`src/design/logic_cell_pkg.sv`:
```
// Constants shared by the configurable logic cell and its lookup table.
// Assumes configuration bits are loaded by an outside loader and then held.
package logic_cell_pkg;

    // ****************************************************************
    // Function options
    // ****************************************************************
    typedef enum logic [1:0] {
        opt_dual   = 2'b00,
        opt_single = 2'b01,
        opt_merged = 2'b10
    } func_opt_e;

    // ****************************************************************
    // Source selects
    // ****************************************************************
    localparam int unsigned LUT_DEPTH   = 32;
    localparam int unsigned LUT_ABITS   = 5;
    localparam int unsigned HALF_DEPTH  = 16;
    localparam int unsigned DIR_COUNT   = 4;

    // Variable pool for the second and third table inputs
    localparam logic [1:0] VAR_SECOND  = 2'h0;
    localparam logic [1:0] VAR_THIRD   = 2'h1;
    localparam logic [1:0] VAR_REG_ONE = 2'h2;
    localparam logic [1:0] VAR_REG_TWO = 2'h3;

    // Storage data source
    localparam logic [1:0] DSRC_LUT_ONE = 2'h0;
    localparam logic [1:0] DSRC_LUT_TWO = 2'h1;
    localparam logic [1:0] DSRC_DATA_IN = 2'h2;

    // Cell output source
    localparam logic [1:0] OSRC_LUT_ONE = 2'h0;
    localparam logic [1:0] OSRC_LUT_TWO = 2'h1;
    localparam logic [1:0] OSRC_REG_ONE = 2'h2;
    localparam logic [1:0] OSRC_REG_TWO = 2'h3;

    // Link point states
    localparam logic LINK_OPEN   = 1'b0;
    localparam logic LINK_CLOSED = 1'b1;

    // Link point kinds
    localparam logic [2:0] LINK_TWO_WAY  = 3'h0;
    localparam logic [2:0] LINK_H_TO_V   = 3'h1;
    localparam logic [2:0] LINK_V_TO_H   = 3'h2;
    localparam logic [2:0] LINK_TEE      = 3'h3;
    localparam logic [2:0] LINK_CORNER   = 3'h4;

    // Input network choices per cell input
    localparam logic [1:0] NET_SEGMENT   = 2'h0;
    localparam logic [1:0] NET_NEIGHBOUR = 2'h1;
    localparam logic [1:0] NET_TIE_LOW   = 2'h2;

    // Reset values
    localparam logic [1:0] REG_RESET = 2'h0;

endpackage

```
`src/design/logic_cell.sv`:
```
// Configurable logic cell: function generator, two storage elements,
// input selection, neighbour paths, edge links and one link point.
// Assumes configuration is loaded while cfg_mode_in is high, then held.
`timescale 1ns/1ps
`default_nettype none
module logic_cell (
    input  wire logic                               ref_clk_in,
    input  wire logic                               rst_n_in,
    // Configuration load port
    input  wire logic                               cfg_mode_in,
    input  wire logic                               cfg_we_in,
    input  wire logic [4:0]                         cfg_addr_in,
    input  wire logic                               cfg_data_in,
    input  wire logic [1:0]                         cfg_opt_in,
    input  wire logic [7:0]                         cfg_var_sel_in,
    input  wire logic [1:0]                         cfg_fourth_sel_in,
    input  wire logic [3:0]                         cfg_dsrc_in,
    input  wire logic [3:0]                         cfg_osrc_in,
    input  wire logic [9:0]                         cfg_net_sel_in,
    input  wire logic                               cfg_clear_en_in,
    input  wire logic                               cfg_hold_en_in,
    input  wire logic                               cfg_link_in,
    input  wire logic [2:0]                         cfg_link_kind_in,
    input  wire logic                               cfg_rpt_dir_in,
    input  wire logic [1:0]                         cfg_edge_in,
    // General routing segments adjacent to each input
    input  wire logic [4:0]                         seg_in,
    // Neighbour paths
    input  wire logic                               left_one_in,
    input  wire logic                               right_one_in,
    input  wire logic                               above_two_in,
    input  wire logic                               below_two_in,
    input  wire logic                               data_in,
    input  wire logic                               hold_enable_in,
    input  wire logic                               cell_clear_in,
    input  wire logic                               clk_en_in,
    // Link point ends and repeater ends
    input  wire logic                               link_a_in,
    input  wire logic                               link_b_in,
    input  wire logic                               rpt_a_in,
    input  wire logic                               rpt_b_in,
    input  wire logic                               pin_cell_in,
    output logic                                    blk_out_one_out,
    output logic                                    blk_out_two_out,
    output logic                                    lut_out_one_out,
    output logic                                    lut_out_two_out,
    output logic                                    reg_one_out,
    output logic                                    reg_two_out,
    output logic                                    link_a_out,
    output logic                                    link_a_oe_out,
    output logic                                    link_b_out,
    output logic                                    link_b_oe_out,
    output logic                                    rpt_a_out,
    output logic                                    rpt_a_oe_out,
    output logic                                    rpt_b_out,
    output logic                                    rpt_b_oe_out,
    output logic                                    pin_cell_out,
    output logic                                    pin_cell_oe_out,
    output logic                                    edge_extra_out
);
    import logic_cell_pkg::*;

    // ****************************************************************
    // State
    // ****************************************************************
    typedef struct packed {
        func_opt_e   opt;
        logic [7:0]  var_sel;
        logic [1:0]  fourth_sel;
        logic [3:0]  dsrc;
        logic [3:0]  osrc;
        logic [9:0]  net_sel;
        logic        clear_en;
        logic        hold_en;
        logic        link;
        logic [2:0]  link_kind;
        logic        rpt_dir;
        logic [1:0]  edge_cfg;
        logic [1:0]  regs;
        logic [1:0]  lut;
        logic [1:0]  blk;
        logic [1:0]  link_o;
        logic [1:0]  link_oe;
        logic [1:0]  rpt_o;
        logic [1:0]  rpt_oe;
        logic        pin_o;
        logic        pin_oe;
        logic        extra;
        logic        fifth_q;  // Fifth input aligned with the table read
    } cell_s;

    cell_s       st;
    cell_s       next_st;
    logic [4:0]  cin;
    logic [4:0]  addr_a;
    logic [4:0]  addr_b;
    logic        tab_a;
    logic        tab_b;
    logic [1:0]  lut_now;

    // Pick one variable from the shared pool
    function automatic logic pick_var(input logic [1:0] sel, input logic [4:0] c,
                                      input logic [1:0] q);
        unique case (sel)
            VAR_SECOND:  pick_var = c[1];
            VAR_THIRD:   pick_var = c[2];
            VAR_REG_ONE: pick_var = q[0];
            VAR_REG_TWO: pick_var = q[1];
        endcase
    endfunction

    // Select one cell input network; one-way, never driven back
    function automatic logic pick_net(input logic [1:0] sel, input logic seg,
                                      input logic nb);
        case (sel)
            NET_SEGMENT:   pick_net = seg;
            NET_NEIGHBOUR: pick_net = nb;
            default:       pick_net = 1'b0;
        endcase
    endfunction

    // ****************************************************************
    // Input selection and table addressing
    // ****************************************************************
    // Input multiplexers with neighbour paths
    always_comb begin
        cin[0] = pick_net(st.net_sel[1:0], seg_in[0], above_two_in);
        cin[1] = pick_net(st.net_sel[3:2], seg_in[1], left_one_in);
        cin[2] = pick_net(st.net_sel[5:4], seg_in[2], right_one_in);
        cin[3] = pick_net(st.net_sel[7:6], seg_in[3], below_two_in);
        cin[4] = pick_net(st.net_sel[9:8], seg_in[4], 1'b0);
    end

    // Table addresses per option
    always_comb begin
        addr_a = '0;
        addr_b = '0;
        unique case (st.opt)
            opt_dual: begin
                addr_a = {1'b0, st.fourth_sel[0] ? cin[4] : cin[3],
                          pick_var(st.var_sel[3:2], cin, st.regs),
                          pick_var(st.var_sel[1:0], cin, st.regs), cin[0]};
                addr_b = {1'b1, st.fourth_sel[1] ? cin[4] : cin[3],
                          pick_var(st.var_sel[7:6], cin, st.regs),
                          pick_var(st.var_sel[5:4], cin, st.regs), cin[0]};
            end
            opt_single: begin
                addr_a = {cin[4], cin[3], pick_var(st.var_sel[3:2], cin, st.regs),
                          pick_var(st.var_sel[1:0], cin, st.regs), cin[0]};
                addr_b = addr_a;
            end
            opt_merged: begin
                addr_a = {1'b0, cin[3], pick_var(st.var_sel[3:2], cin, st.regs),
                          pick_var(st.var_sel[1:0], cin, st.regs), cin[0]};
                addr_b = {1'b1, cin[3], pick_var(st.var_sel[7:6], cin, st.regs),
                          pick_var(st.var_sel[5:4], cin, st.regs), cin[0]};
            end
            default: addr_a = '0;
        endcase
    end

    // Function table, 32 x 1
    cell_lut_mem u_lut (
        .ref_clk_in  (ref_clk_in),
        .rst_n_in    (rst_n_in),
        .cfg_we_in   (cfg_mode_in & cfg_we_in),
        .cfg_addr_in (cfg_addr_in),
        .cfg_data_in (cfg_data_in),
        .addr_a_in   (addr_a),
        .addr_b_in   (addr_b),
        .data_a_out  (tab_a),
        .data_b_out  (tab_b)
    );

    // Combine table halves into the two results
    always_comb begin
        if (st.opt == opt_merged) begin
            lut_now = {2{st.fifth_q ? tab_b : tab_a}};
        end else if (st.opt == opt_single) begin
            lut_now = {2{tab_a}};
        end else begin
            lut_now = {tab_b, tab_a};
        end
    end

    // ****************************************************************
    // Next state
    // ****************************************************************
    always_comb begin
        next_st = st;
        next_st.lut = lut_now;
        next_st.fifth_q = cin[4];
        // Configuration capture, static otherwise
        if (cfg_mode_in) begin
            next_st.opt        = func_opt_e'(cfg_opt_in);
            next_st.var_sel    = cfg_var_sel_in;
            next_st.fourth_sel = cfg_fourth_sel_in;
            next_st.dsrc       = cfg_dsrc_in;
            next_st.osrc       = cfg_osrc_in;
            next_st.net_sel    = cfg_net_sel_in;
            next_st.clear_en   = cfg_clear_en_in;
            next_st.hold_en    = cfg_hold_en_in;
            next_st.link       = cfg_link_in;
            next_st.link_kind  = cfg_link_kind_in;
            next_st.rpt_dir    = cfg_rpt_dir_in;
            next_st.edge_cfg   = cfg_edge_in;
            next_st.regs       = REG_RESET;
        end else if (st.clear_en && cell_clear_in) begin
            next_st.regs = REG_RESET;
        end else if (clk_en_in && !(st.hold_en && !hold_enable_in)) begin
            for (int i = 0; i < 2; i++) begin
                unique case (st.dsrc[2*i +: 2])
                    DSRC_LUT_ONE: next_st.regs[i] = lut_now[0];
                    DSRC_LUT_TWO: next_st.regs[i] = lut_now[1];
                    DSRC_DATA_IN: next_st.regs[i] = data_in;
                    default:      next_st.regs[i] = st.regs[i];
                endcase
            end
        end
        // Cell outputs
        for (int i = 0; i < 2; i++) begin
            unique case (st.osrc[2*i +: 2])
                OSRC_LUT_ONE: next_st.blk[i] = lut_now[0];
                OSRC_LUT_TWO: next_st.blk[i] = lut_now[1];
                OSRC_REG_ONE: next_st.blk[i] = st.regs[0];
                OSRC_REG_TWO: next_st.blk[i] = st.regs[1];
            endcase
        end
        // Link point: open unless closed by configuration
        next_st.link_oe = 2'b00;
        next_st.link_o  = 2'b00;
        if (!cfg_mode_in && st.link == LINK_CLOSED) begin
            unique case (st.link_kind)
                LINK_TWO_WAY: begin
                    next_st.link_oe = {link_b_in, link_a_in};
                    next_st.link_o  = {link_b_in, link_a_in};
                end
                LINK_H_TO_V, LINK_V_TO_H, LINK_TEE, LINK_CORNER: begin
                    next_st.link_oe = 2'b10;
                    next_st.link_o  = {link_b_in, 1'b0};
                end
                default: begin
                    next_st.link_oe = 2'b00;
                    next_st.link_o  = 2'b00;
                end
            endcase
        end
        // Repeater, direction fixed by configuration
        next_st.rpt_oe = cfg_mode_in ? 2'b00 : (st.rpt_dir ? 2'b01 : 2'b10);
        next_st.rpt_o  = st.rpt_dir ? {1'b0, rpt_a_in} : {rpt_b_in, 1'b0};
        // Edge link toward the pin cell
        next_st.pin_oe = !cfg_mode_in && st.edge_cfg[0];
        next_st.pin_o  = st.edge_cfg[0] ? st.blk[0] : 1'b0;
        next_st.extra  = st.edge_cfg[1] ? st.blk[1] : pin_cell_in;
    end

    // ****************************************************************
    // Registers
    // ****************************************************************
    always_ff @(posedge ref_clk_in) begin
        if (!rst_n_in) begin
            st <= '0;
        end else begin
            st <= next_st;
        end
    end

    // Outputs straight from flip-flops
    assign blk_out_one_out = st.blk[0];
    assign blk_out_two_out = st.blk[1];
    assign lut_out_one_out = st.lut[0];
    assign lut_out_two_out = st.lut[1];
    assign reg_one_out     = st.regs[0];
    assign reg_two_out     = st.regs[1];
    assign link_a_out      = st.link_o[1];
    assign link_a_oe_out   = st.link_oe[1];
    assign link_b_out      = st.link_o[0];
    assign link_b_oe_out   = st.link_oe[0];
    assign rpt_a_out       = st.rpt_o[1];
    assign rpt_a_oe_out    = st.rpt_oe[1];
    assign rpt_b_out       = st.rpt_o[0];
    assign rpt_b_oe_out    = st.rpt_oe[0];
    assign pin_cell_out    = st.pin_o;
    assign pin_cell_oe_out = st.pin_oe;
    assign edge_extra_out  = st.extra;

    // ****************************************************************
    // Checks
    // ****************************************************************
    property p_same_results;
        @(posedge ref_clk_in) disable iff (!rst_n_in)
        (st.opt != opt_dual) |=> (lut_out_one_out == lut_out_two_out);
    endproperty
    a_same_results: assert property (p_same_results)
        else $error("results differ outside dual option");

    property p_hold;
        @(posedge ref_clk_in) disable iff (!rst_n_in)
        (!cfg_mode_in && st.hold_en && !hold_enable_in && !(st.clear_en && cell_clear_in))
        |=> $stable(st.regs);
    endproperty
    a_hold: assert property (p_hold)
        else $error("storage changed while held");

    property p_clear;
        @(posedge ref_clk_in) disable iff (!rst_n_in)
        (st.clear_en && cell_clear_in) || cfg_mode_in |=> (st.regs == 2'b00);
    endproperty
    a_clear: assert property (p_clear)
        else $error("storage not cleared");

    property p_link_open;
        @(posedge ref_clk_in) disable iff (!rst_n_in)
        (st.link == LINK_OPEN) |=> (link_a_oe_out == 1'b0 && link_b_oe_out == 1'b0);
    endproperty
    a_link_open: assert property (p_link_open)
        else $error("open link point drives");

    property p_one_way;
        @(posedge ref_clk_in) disable iff (!rst_n_in)
        (st.link_kind != LINK_TWO_WAY) |=> !link_b_oe_out;
    endproperty
    a_one_way: assert property (p_one_way)
        else $error("directional link drove backward");

    property p_static_cfg;
        @(posedge ref_clk_in) disable iff (!rst_n_in)
        !cfg_mode_in |=> $stable(st.opt) && $stable(st.var_sel);
    endproperty
    a_static_cfg: assert property (p_static_cfg)
        else $error("configuration changed in operation");

    property p_rpt_one_dir;
        @(posedge ref_clk_in) disable iff (!rst_n_in)
        1'b1 |=> !(rpt_a_oe_out && rpt_b_oe_out);
    endproperty
    a_rpt_one_dir: assert property (p_rpt_one_dir)
        else $error("repeater drives both ways");

    property p_cfg_open;
        @(posedge ref_clk_in) disable iff (!rst_n_in)
        cfg_mode_in |=> !link_a_oe_out && !link_b_oe_out;
    endproperty
    a_cfg_open: assert property (p_cfg_open)
        else $error("link conducts while unprogrammed");
endmodule
`default_nettype wire

```
`src/design/cell_lut_mem.sv`:
```
// Little 32 x 1 lookup memory for the logic cell.
// Assumes table contents are written only while configuring.
`timescale 1ns/1ps
`default_nettype none
module cell_lut_mem (
    input  wire logic                                  ref_clk_in,
    input  wire logic                                  rst_n_in,
    input  wire logic                                  cfg_we_in,
    input  wire logic [logic_cell_pkg::LUT_ABITS-1:0]  cfg_addr_in,
    input  wire logic                                  cfg_data_in,
    input  wire logic [logic_cell_pkg::LUT_ABITS-1:0]  addr_a_in,
    input  wire logic [logic_cell_pkg::LUT_ABITS-1:0]  addr_b_in,
    output logic                                       data_a_out,
    output logic                                       data_b_out
);
    import logic_cell_pkg::*;

    // ****************************************************************
    // Storage and registered reads
    // ****************************************************************
    logic [LUT_DEPTH-1:0] table_bits;

    // Table write, unprogrammed table holds zeros
    always_ff @(posedge ref_clk_in) begin
        if (!rst_n_in) begin
            table_bits <= '0;
            data_a_out <= 1'b0;
            data_b_out <= 1'b0;
        end else begin
            if (cfg_we_in) begin
                table_bits[cfg_addr_in] <= cfg_data_in;
            end
            data_a_out <= table_bits[addr_a_in];
            data_b_out <= table_bits[addr_b_in];
        end
    end
endmodule
`default_nettype wire

```
`config.mk`:
```
export PLATFORM = sky130hd
export DESIGN_NAME = logic_cell
export DESIGN_NICKNAME = d
export VERILOG_FILES = /design/src/design/logic_cell_pkg.sv /design/src/design/logic_cell.sv /design/src/design/cell_lut_mem.sv
export SDC_FILE = /design/constraint.sdc
export NUM_CORES = 1
export LEC_CHECK = 0
export BUFFER_PORTS_ARGS = -buffer_cell sky130_fd_sc_hd__clkbuf_2
export CORE_UTILIZATION = 55
export CTS_CLUSTER_SIZE = 14
export DETAILED_ROUTE_END_ITERATION = 10
export PLACE_DENSITY = 0.85
export SYNTH_ARGS = -nofsm -noshare
export SYNTH_HDL_FRONTEND = slang
export SYNTH_SLANG_ARGS = --single-unit
export TNS_END_PERCENT = 100
```
`constraint.sdc`:
```
create_clock -name ref_clk_in -period 5.51 [get_ports ref_clk_in]
set_input_delay 0.2755 -clock ref_clk_in [delete_from_list [all_inputs] [get_ports ref_clk_in]]
set_output_delay 0.2755 -clock ref_clk_in [all_outputs]
set_load 0.03 [all_outputs]
```
After elaboration in Yosys (flattened, before gate mapping)
Cells that the tools add are included.
{ "word_totals": {"ff_bits": 91, "in_bits": 67, "output_inout_bits": 17, "word_cells": 131} }
{ "op_classes": {"magnitude_cmp": 4, "eq_ne": 32, "n_mux": 30, "bitwise": 2, "reduce_logical": 35} }
{ "op_table": {"columns": ["operator", "n"], "rows": [
  ["32-bit bitwise mux", 1],
  ["2-bit == test (second input constant)", 15],
  ["5-bit one-hot mux with 3 select lines", 2],
  ["2-bit logical NOT", 14],
  ["2-bit by 1-bit == test with 1-bit output (second input constant)", 13],
  ["1-bit one-hot mux with 4 select lines", 6],
  ["5-bit by 6-bit less-than comparator with 1-bit output (second input constant)", 3],
  ["1-bit binary-select mux with 5-bit select", 2],
  ["2-bit AND reduction", 5],
  ["1-bit two-way mux", 8],
  ["1-bit one-hot mux with 2 select lines", 4],
  ["4-bit one-hot mux with 2 select lines", 1],
  ["3-bit by 2-bit == test with 1-bit output (second input constant)", 2],
  ["1-bit logical AND", 6],
  ["2-bit two-way mux", 3],
  ["1-bit one-hot mux with 3 select lines", 2],
  ["3-bit nonzero test", 2],
  ["1-bit demux with 5-bit select", 1],
  ["5-bit by 1-bit greater-or-equal comparator with 1-bit output (second input constant)", 1],
  ["2-bit OR reduction", 2],
  ["4-bit OR reduction", 1],
  ["3-bit by 1-bit == test with 1-bit output (second input constant)", 1],
  ["3-bit == test (second input constant)", 1],
  ["1-bit logical NOT", 3],
  ["other kinds (4)", 4]
]} }

Depth between registers and ports, before layout
Gate-level depths: netlist (run 1).
{ "depth": {"ltp_word": 6, "depth_mapped": 10} }

By module
From an unflattened synthesis (run 1), not the netlist that was laid out.
{ "unflattened": {"hier_cells": 492, "hier_area_um2": 4524.3} }
{ "by_module_without_submodules": {"columns": ["mod", "instances", "cells_each", "area_per_inst_um2", "seq_area_each_um2"], "rows": [
  ["logic_cell", 1, 258, 2436.1, 1121.1],
  ["cell_lut_mem", 1, 234, 2088.3, 680.7]
]} }

Worst setup path before layout (run 1)
OpenSTA, ideal clock, no wires.
{ "synth_path": {"path_type": "register to register", "startpoint": "register st[56] (netlist name)", "endpoint": "register u_lut.data_a_out", "arrival_time_ns": 1.976, "t_required_ns": 5.397, "path_slack_ns": 3.421, "stages_incl_launch_ff": 9, "cell_sequence": "dfxtp_1 buf_6 nand2_2 or3b_1 buf_2 mux4_1 mux4_2 nand4_1 nand2_1"} }
{ "synth_via": {"elab_chain_len": 4, "word_cells_on_any_way": 6} }
{ "synth_lines": {"columns": ["item", "line", "source"], "rows": [
  ["from (decl)", "logic_cell.sv:92", "cell_s st;"],
  ["from (signal assigned)", "logic_cell.sv:264", "st <= next_st;"],
  ["2-bit == test, or another cell as far along", "logic_cell.sv:138", "unique case (st.opt)"],
  ["5-bit one-hot mux with 3 select lines (*)", "logic_cell.sv:138", null],
  ["1-bit binary-select mux with 5-bit select (*)", "cell_lut_mem.sv:33", "data_a_out <= table_bits[addr_a_in];"],
  ["1-bit two-way mux (not written as such) (*)", "cell_lut_mem.sv:33", null],
  ["to (signal assigned)", "cell_lut_mem.sv:33", null],
  ["to (decl)", "cell_lut_mem.sv:13", "output logic data_a_out,"]
]} }
Every way passes the cells marked *; elsewhere a longest branch is shown, timed or not. The select of a mux whose other input is x is not followed.
A chain may end at the register's enable or synchronous reset.

Final worst setup path (run 1)
{ "layout_path": {"startpoint": "register st[29] (netlist name)", "endpoint": "register u_lut.data_b_out"} }
{ "layout_via": {"elab_chain_len": 6, "word_cells_on_any_way": 10} }
{ "layout_lines": {"columns": ["item", "line", "source"], "rows": [
  ["2-bit by 1-bit == test with 1-bit output or 2-bit logical NOT (tied branches)", "logic_cell.sv:115", "case (sel)"],
  ["1-bit one-hot mux with 2 select lines (*)", "logic_cell.sv:115", null],
  ["1-bit one-hot mux with 4 select lines", "logic_cell.sv:104", "unique case (sel)"],
  ["5-bit one-hot mux with 3 select lines (*)", "logic_cell.sv:138", null],
  ["1-bit binary-select mux with 5-bit select (*)", "cell_lut_mem.sv:34", "data_b_out <= table_bits[addr_b_in];"],
  ["1-bit two-way mux (not written as such) (*)", "cell_lut_mem.sv:34", null],
  ["to (signal assigned)", "cell_lut_mem.sv:34", null],
  ["to (decl)", "cell_lut_mem.sv:14", "output logic data_b_out"]
]} }
Marked as above.

==> reports/metrics.cfg, run 1 <==
[cts]
cts_inserted_buffers=9
post_cts.resized_instances=0
tritoncts=done
cts.repair_timing.setup_buffer_count=0
postCtsHoldBufs=0
clkTransAtPathRegs_ns=0.10
htree_num_levels=3
insertion_delay_to_the_later_sink_of_the_worst_skew_pair_ns=0.36
cts.sink_count=90
clk_path_buf_depth=2
clockRootBuffer=sky130_fd_sc_hd__clkbuf_8

[hold_path]
worst_hold_class=input port to flip-flop

[detailed_routing]
detail_route.wirelength.met1_microns=4530
wl_met3_microns=697
met2_length_microns=4750
remaining_drc_errors=0
drt-wirelength-per-cell_microns=15.3
top_signal_layer_used=met4
routed-via-count=3856
detail_route.iter0.violations=210
post_drt_via_cell_ratio=5.75
antenna_violating_nets_post_route=0
route.final.wire_length_microns=10200
dr.pass1.iters=5

[cells_and_area]
largest_reg_flops=40
layout_common_cells=sky130_fd_sc_hd__dfxtp_1 (90), sky130_fd_sc_hd__clkbuf_2 (83), sky130_fd_sc_hd__nand2_1 (64)
syn2layout_area_growth_pct=14.7
largest-register=st
final_cell_count_no_fill=671
final_common_cell=sky130_fd_sc_hd__dfxtp_1
final_net_count=637
top_flop_regs=st: 40 flops, u_lut.table_bits: 32 flops
antennaDiodeCount=0
final_layout_size_suffix_gt1_share_pct=20.0
fillCellCount=631

[logic_synthesis]
synth.yosys.seq_area_share_pct=39.7
synth.net_count=567
synth_largest_type_area_fraction_pct=39.7
yosys_most_used_dff=sky130_fd_sc_hd__dfxtp_1
postSynth.asyncResetShare_pct=0
yosys_warnings=0
synth_cell_type_count=45
post-synth-top-area-cell=sky130_fd_sc_hd__dfxtp_1
synth_enable_flop_cells=0
synth-seq-cells=90
synth.area.top_cells=sky130_fd_sc_hd__dfxtp_1 (40%), sky130_fd_sc_hd__mux2i_1 (13%), sky130_fd_sc_hd__nor2b_1 (6.3%)
synth.cell_area_sq_um=4540
post_synth.cell_area_avg_sq_um=9.19
postSynthCellCount=494

[global_routing]
grt_pass1_wl_microns=16800
first_global_vias=3598
grt_max_degree=86
globalRouteTotalUtil_pct=24.6
global_route.overflow_total=0
antenna_found_initial=0

[critical_path]
crit_path_end_kind=flip-flop
critPathKind=flip-flop to flip-flop
crit_arrival_ns=2.93
worst-endpoint-required_ns=5.76
maximum_fanout_encountered_on_the_critical_timing_path=17
startpoint_type_of_the_worst_setup_path=flip-flop

[sta]
setup_repair_after_global_routing_missed_its_margin=no
finalHoldViolCount=0
clock_skew_ns=0.00846
setup_tns_ns=0
max-slew-margin-rel_pct=31.1
max_freq_ghz=0.373
finalSetupViolCount=0
finalWorstPathRequiredPeriod_ns=2.68
timing.final.max_slew_violations=0
timing.final.crit_share_pct=48.7
worst_slew_pin_slew_ns=1.03

[placed_design]
gp_routability_congestion=0.842
detailedPlacementHpwl_microns=7270
placed_cells_incl_taps=655
buffer_ports.inserted=83

[floorplan]
num_rows=32
fp.dieArea_sq_um=8630
floorplan.die.width_microns=92.9
io_pins=84
core_area_sq_um=7850
fp.dieH_microns=92.9
floorplan.initialDensity_pct=57.9

[status]
outcome=finished, final reports clean

[power_and_ir_drop]
irDropWorstVdd_uv=156
areal_power_density_over_the_cells_nw_per_um2=266
power_leakage_nw=2.11

[run]
cap_violations=0

[report_power, final]
| group | total [mW] | internal (mW) | switching (mW) |
|---|---|---|---|
| clock | 0.507 | 0.260 | 0.247 |
| combinational | 0.188 | 0.0850 | 0.103 |
| sequential | 0.692 | 0.673 | 0.0192 |
[synth_stat cells, types with 8 or more instances]
library cell	n
sky130_fd_sc_hd__clkbuf_1	17
sky130_fd_sc_hd__a21oi_1	11
sky130_fd_sc_hd__a21boi_0	31
sky130_fd_sc_hd__dfxtp_1	90
sky130_fd_sc_hd__nor2b_1	46
sky130_fd_sc_hd__and2_1	8
sky130_fd_sc_hd__nor2_1	29
sky130_fd_sc_hd__mux4_2	8
sky130_fd_sc_hd__nand2_1	64
sky130_fd_sc_hd__nand3_1	27
sky130_fd_sc_hd__mux2i_1	59
sky130_fd_sc_hd__o21ai_0	23
[cell type report]
class,instances,area (sq um),area share (%)
clock buffers,9,124,2.38
clock inverters,7,98.8,1.90
inverters,7,26.3,0.505
multi-input cells,371,2600,49.9
flip-flops and latches,90,1800,34.6
well taps,102,128,2.45
repair buffers,85,430,8.27
[critical path, stage by stage (launching register included)]
cell and delay (ns):
sky130_fd_sc_hd__dfxtp_1 0.35, sky130_fd_sc_hd__mux2i_1 0.42, sky130_fd_sc_hd__nor2_1 0.08, sky130_fd_sc_hd__o311ai_1 0.25
sky130_fd_sc_hd__nand2_1 0.48, sky130_fd_sc_hd__mux2_2 0.46, sky130_fd_sc_hd__nand3_1 0.07, sky130_fd_sc_hd__o311ai_1 0.10
sky130_fd_sc_hd__nor4_1 0.36
[routing by layer]
| layer | vias to the layer above | track usage, % |
|---|---|---|
| li1 | 1890 | - |
| met1 | 1779 | 31.8 |
| met2 | 156 | 39.6 |
| met3 | 31 | 4.76 |
| met4 | 0 | 11.2 |
| met5 | - | 0 |
[per-stage QoR]
stage | hold slack, ns | total power [mW] | setup WS (ns) | utilization, % | cell area [sq um]
floorplan | 0.410 | 0.839 | 3.42 | - | 4540
global placement | 0.439 | 0.886 | 2.96 | 63.5 | 4980
detailed placement | 0.444 | 0.893 | 2.89 | 63.5 | 4980
CTS | 0.117 | 1.40 | 2.88 | 66.4 | 5210
global route | 0.139 | 1.45 | 2.63 | 66.4 | 5210
finish | 0.127 | 1.39 | 2.83 | 66.4 | 5210
[path summary, 6_finish.rpt]
path | from | endpoint | slack [ns] | cells past startpoint
worst max-delay path | st[29]$_SDFFE_PN0P_ | u_lut.data_b_out$_SDFF_PN0_ | 2.83 | 8
worst min-delay path | link_b_in | link_a_out$_SDFF_PN0_ | 0.13 | 3
worst max register to register | st[29]$_SDFFE_PN0P_ | u_lut.data_b_out$_SDFF_PN0_ | 2.83 | 8
worst min register to register | st[35]$_SDFFE_PN0P_ | st[0]$_SDFF_PN0_ | 0.46 | 1
[cell families (layout without fill, tap and decap cells)]
| group | after synthesis | count (layout) | synth area share (%) |
|---|---|---|---|
| flip-flops | 90 | 90 | 39.7 |
| AND/OR/NAND/NOR | 205 | 205 | 23.0 |
| multiplexers | 74 | 74 | 20.0 |
| AO/OA/AOI/OAI | 86 | 86 | 12.6 |
| adder cells (fa/ha/maj) | 6 | 6 | 1.65 |
| buffers and inverters | 33 | 108 | 3.11 |
No activity file was read; power rests on OpenSTA's default activity.
==> inputs of run 2 (changes only) <==
--- a/config.mk
+++ b/config.mk
@@ -6,10 +6,10 @@
 export NUM_CORES = 1
 export LEC_CHECK = 0
 export BUFFER_PORTS_ARGS = -buffer_cell sky130_fd_sc_hd__clkbuf_2
-export CORE_UTILIZATION = 55
+export CORE_UTILIZATION = 50
 export CTS_CLUSTER_SIZE = 14
 export DETAILED_ROUTE_END_ITERATION = 10
-export PLACE_DENSITY = 0.85
+export PLACE_DENSITY = 0.82
 export SYNTH_ARGS = -nofsm -noshare
 export SYNTH_HDL_FRONTEND = slang
 export SYNTH_SLANG_ARGS = --single-unit
==> constraint.sdc (replaced) <==
create_clock -name ref_clk_in -period 2.4 [get_ports ref_clk_in]
set_input_delay 0.12 -clock ref_clk_in [delete_from_list [all_inputs] [get_ports ref_clk_in]]
set_output_delay 0.12 -clock ref_clk_in [all_outputs]
set_load 0.03 [all_outputs]
==> run 2 against run 1 <==
Clock skew is 0.0045 ns higher. Sequential share of layout area is 0.76 points lower. Cell count is 3.6% higher. Sequential power is 130% higher. Clock-buffer cell count stayed put. Combinational power grew to 2.5 times the previous value. Register-to-register slack worse by 2.7 ns. Worst setup slack worse by 2.7 ns. Largest power group unchanged. Highest routed layer unchanged.
==> reports/metrics.cfg, run 2 (synthesis results as in run 1) <==
[detailed_routing]
wl_met3_microns=521  ; -25%
antenna_violating_nets_post_route=0  ; unchanged
routed-via-count=3851  ; -0.13%
detail_route.wirelength.met1_microns=4740  ; +4.8%
dr.pass1.iters=5  ; unchanged
route.final.wire_length_microns=10600  ; +3.4%
top_signal_layer_used=met4
met2_length_microns=5160  ; +8.6%
post_drt_via_cell_ratio=5.54  ; -3.6%
drt-wirelength-per-cell_microns=15.3  ; -0.16%
detail_route.iter0.violations=155  ; -26%
remaining_drc_errors=0  ; unchanged

[power_and_ir_drop]
irDropWorstVdd_uv=234  ; +50%
areal_power_density_over_the_cells_nw_per_um2=571  ; +110%
p_int_mw=2.16  ; +110%
netSwitchingPower_mw=0.882  ; +140%
clkPwrFrac_pct=32.4  ; -4.1 points
pwr-share-seq_pct=52.1  ; +2.2 points
power_leakage_nw=2.18  ; +3.2%
power.switching_fraction_pct=29.0  ; +2.3 points
relative_contribution_of_combinational_cells_to_total_power_pct=15.4  ; +1.8 points

[critical_path]
regToRegStartpoint=st[27]$_SDFFE_PN0P_
crit_path_end_kind=flip-flop
maximum_fanout_encountered_on_the_critical_timing_path=10  ; -7
setup.reg_to_reg.worst_slack_ns=0.13  ; -2.69 ns
critPathKind=flip-flop to flip-flop
ff2ff_path_depth=8  ; unchanged
worst-endpoint-required_ns=2.66  ; -3.10 ns
timing.critical_path.buf_inv=1  ; +1
path_delay_family=multiplexers
critical_path.slowest_cell=sky130_fd_sc_hd__mux4_2
critical-path-max-stage-delay_ns=0.50  ; +0.02 ns
startpoint_type_of_the_worst_setup_path=flip-flop
worstPathCellList=mux2i_1 > or3b_1 > buf_4 > mux4_2 > mux2i_1 > mux2i_1 > nand3_1 > nand2_1
path_common_cell=sky130_fd_sc_hd__mux2i_1
r2r_end=u_lut.data_a_out$_SDFF_PN0_
crit_arrival_ns=2.53  ; -0.40 ns

[sta]
finalSetupViolCount=0  ; unchanged
max-slew-margin-rel_pct=38.8  ; +7.7 points
worst_slew_pin_slew_ns=0.916  ; -0.115 ns
max_freq_ghz=0.441  ; +18%
timing.final.max_slew_violations=0  ; unchanged
fin_ws_ns=0.132  ; -2.69 ns
setup_repair_after_global_routing_missed_its_margin=no
clock_skew_ns=0.0130  ; +0.00450 ns
finalHoldViolCount=0  ; unchanged
finalWorstPathRequiredPeriod_ns=2.27  ; -0.417 ns
timing.final.crit_share_pct=94.5  ; +46 points
setup_tns_ns=0  ; unchanged

[hold_path]
timing.hold.worst_path_depth=3  ; unchanged
worst_hold_startpoint=cfg_net_sel_in[0]
end_of_the_worst_hold_path=st[27]$_SDFFE_PN0P_
worst_hold_class=input port to flip-flop

[global_routing]
antenna_found_initial=0  ; unchanged
global_route.overflow_total=0  ; unchanged
grt_max_degree=37  ; -57%
grt_pass1_wl_microns=17700  ; +5.6%
first_global_vias=3739  ; +3.9%
globalRouteTotalUtil_pct=23.0  ; -1.6 points

[floorplan]
fp.dieArea_sq_um=9470  ; +9.8%
floorplan.initialDensity_pct=51.8  ; -6.0 points
core_area_sq_um=8760  ; +12%
io_pins=84  ; unchanged
fp.dieH_microns=97.3  ; +4.8%
num_rows=34  ; +6.3%
floorplan.die.width_microns=97.3  ; +4.8%

[placed_design]
buffer_ports.inserted=83  ; unchanged
detailedPlacementHpwl_microns=7890  ; +8.5%
dpl_cell_area_sq_um=5100  ; +2.3%
dpl_worst_slack_ns=0.135  ; -2.75 ns
gp_routability_congestion=0.876  ; +4.1%

[cts]
clkTransAtPathRegs_ns=0.10  ; about the same
cts.sink_count=90  ; unchanged
clk_path_buf_depth=2  ; unchanged
htree_num_levels=3  ; unchanged
clockRootBuffer=sky130_fd_sc_hd__clkbuf_8
cts_inserted_buffers=9  ; unchanged
cts.repair_timing.setup_buffer_count=0  ; unchanged
tritoncts=done
insertion_delay_to_the_later_sink_of_the_worst_skew_pair_ns=0.36  ; about the same

[cells_and_area]
layout.cell_area.non_filler_sq_um=5320  ; +2.2%
syn2layout_area_growth_pct=17.2
fillCellCount=758  ; +20%
final_common_cell=sky130_fd_sc_hd__dfxtp_1
largest_reg_flops=40  ; unchanged
layout_common_cells=sky130_fd_sc_hd__dfxtp_1 (90), sky130_fd_sc_hd__clkbuf_2 (83), sky130_fd_sc_hd__nand2_1 (63)
largest-register=st
final_net_count=655  ; +2.8%
antennaDiodeCount=0  ; unchanged
top_flop_regs=st: 40 flops, u_lut.table_bits: 32 flops
final_layout_size_suffix_gt1_share_pct=22.0  ; +1.9 points

[run]
cap_violations=0  ; unchanged

[status]
outcome=finished, final reports clean

## run 2: per-stage QoR
stage | hold WS, ns | cells | power, mW | util, %
floorplan | 0.255 | 494 | 1.93 | -
global placement | 0.356 | 675 | 2.06 | 58.2
detailed placement | 0.368 | 675 | 2.08 | 58.2
CTS | 0.00106 | 695 | 3.06 | 60.7
global route | 0.00322 | 695 | 3.17 | 60.8
finish | 0.0109 | 695 | 3.04 | 60.8
## run 2: what timing repair did
item                       in CTS  in global routing
resized for setup               0                  1
hold buffers                    4                  0
setup endpoints to repair       0                  1
hold endpoints to repair        5                  0
## run 2: how the worst max path moves through the flow
stage | cells past startpoint | start | slack, ns | endpoint
after global routing | 8 | st[27]$_SDFFE_PN0P_ | 0.02 | u_lut.data_a_out$_SDFF_PN0_
after global placement | 8 | st[27]$_SDFFE_PN0P_ | 0.26 | u_lut.data_a_out$_SDFF_PN0_
after detailed placement | 9 | st[31]$_SDFFE_PN0P_ | 0.13 | u_lut.data_b_out$_SDFF_PN0_
after CTS | 9 | st[31]$_SDFFE_PN0P_ | 0.13 | u_lut.data_b_out$_SDFF_PN0_
final | 8 | st[27]$_SDFFE_PN0P_ | 0.13 | u_lut.data_a_out$_SDFF_PN0_
after floorplan | 8 | st[56]$_SDFFE_PN0P_ | 0.31 | u_lut.data_a_out$_SDFF_PN0_
## run 2: area by class of cell
cell class / instances / area, sq um / share of cell area [%]
clock buffer: 9 / 124 / 2.33
timing repair buffer: 103 / 576 / 10.8
inverter: 7 / 26.3 / 0.494
multi-input combinational: 371 / 2600 / 48.9
clock inverter: 7 / 60.1 / 1.13
tap: 108 / 135 / 2.54
sequential: 90 / 1800 / 33.8
## run 2: per-layer routing
layer	track usage, %	vias up
li1	-	1922
met1	30.0	1794
met2	39.0	117
met3	3.60	18
met4	7.58	0
met5	0	-
## run 2: power groups by stage
| stage | sequential (mW) | combinational [mW] | clock, mW |
|---|---|---|---|
| finish | 1.59 | 0.470 | 0.986 |
| floorplan | 1.62 | 0.303 | 0 |
| global route | 1.59 | 0.513 | 1.07 |
| detailed placement | 1.62 | 0.460 | 0 |
| CTS | 1.59 | 0.467 | 1.01 |
| global placement | 1.62 | 0.447 | 0 |
## run 2: worst register-to-register path: cells and delay by family (launching register included)
family | cells | cell delay [ns]
flops | 1 | 0.36
simple gates | 3 | 0.46
mux | 4 | 1.11
buf+inv | 1 | 0.24
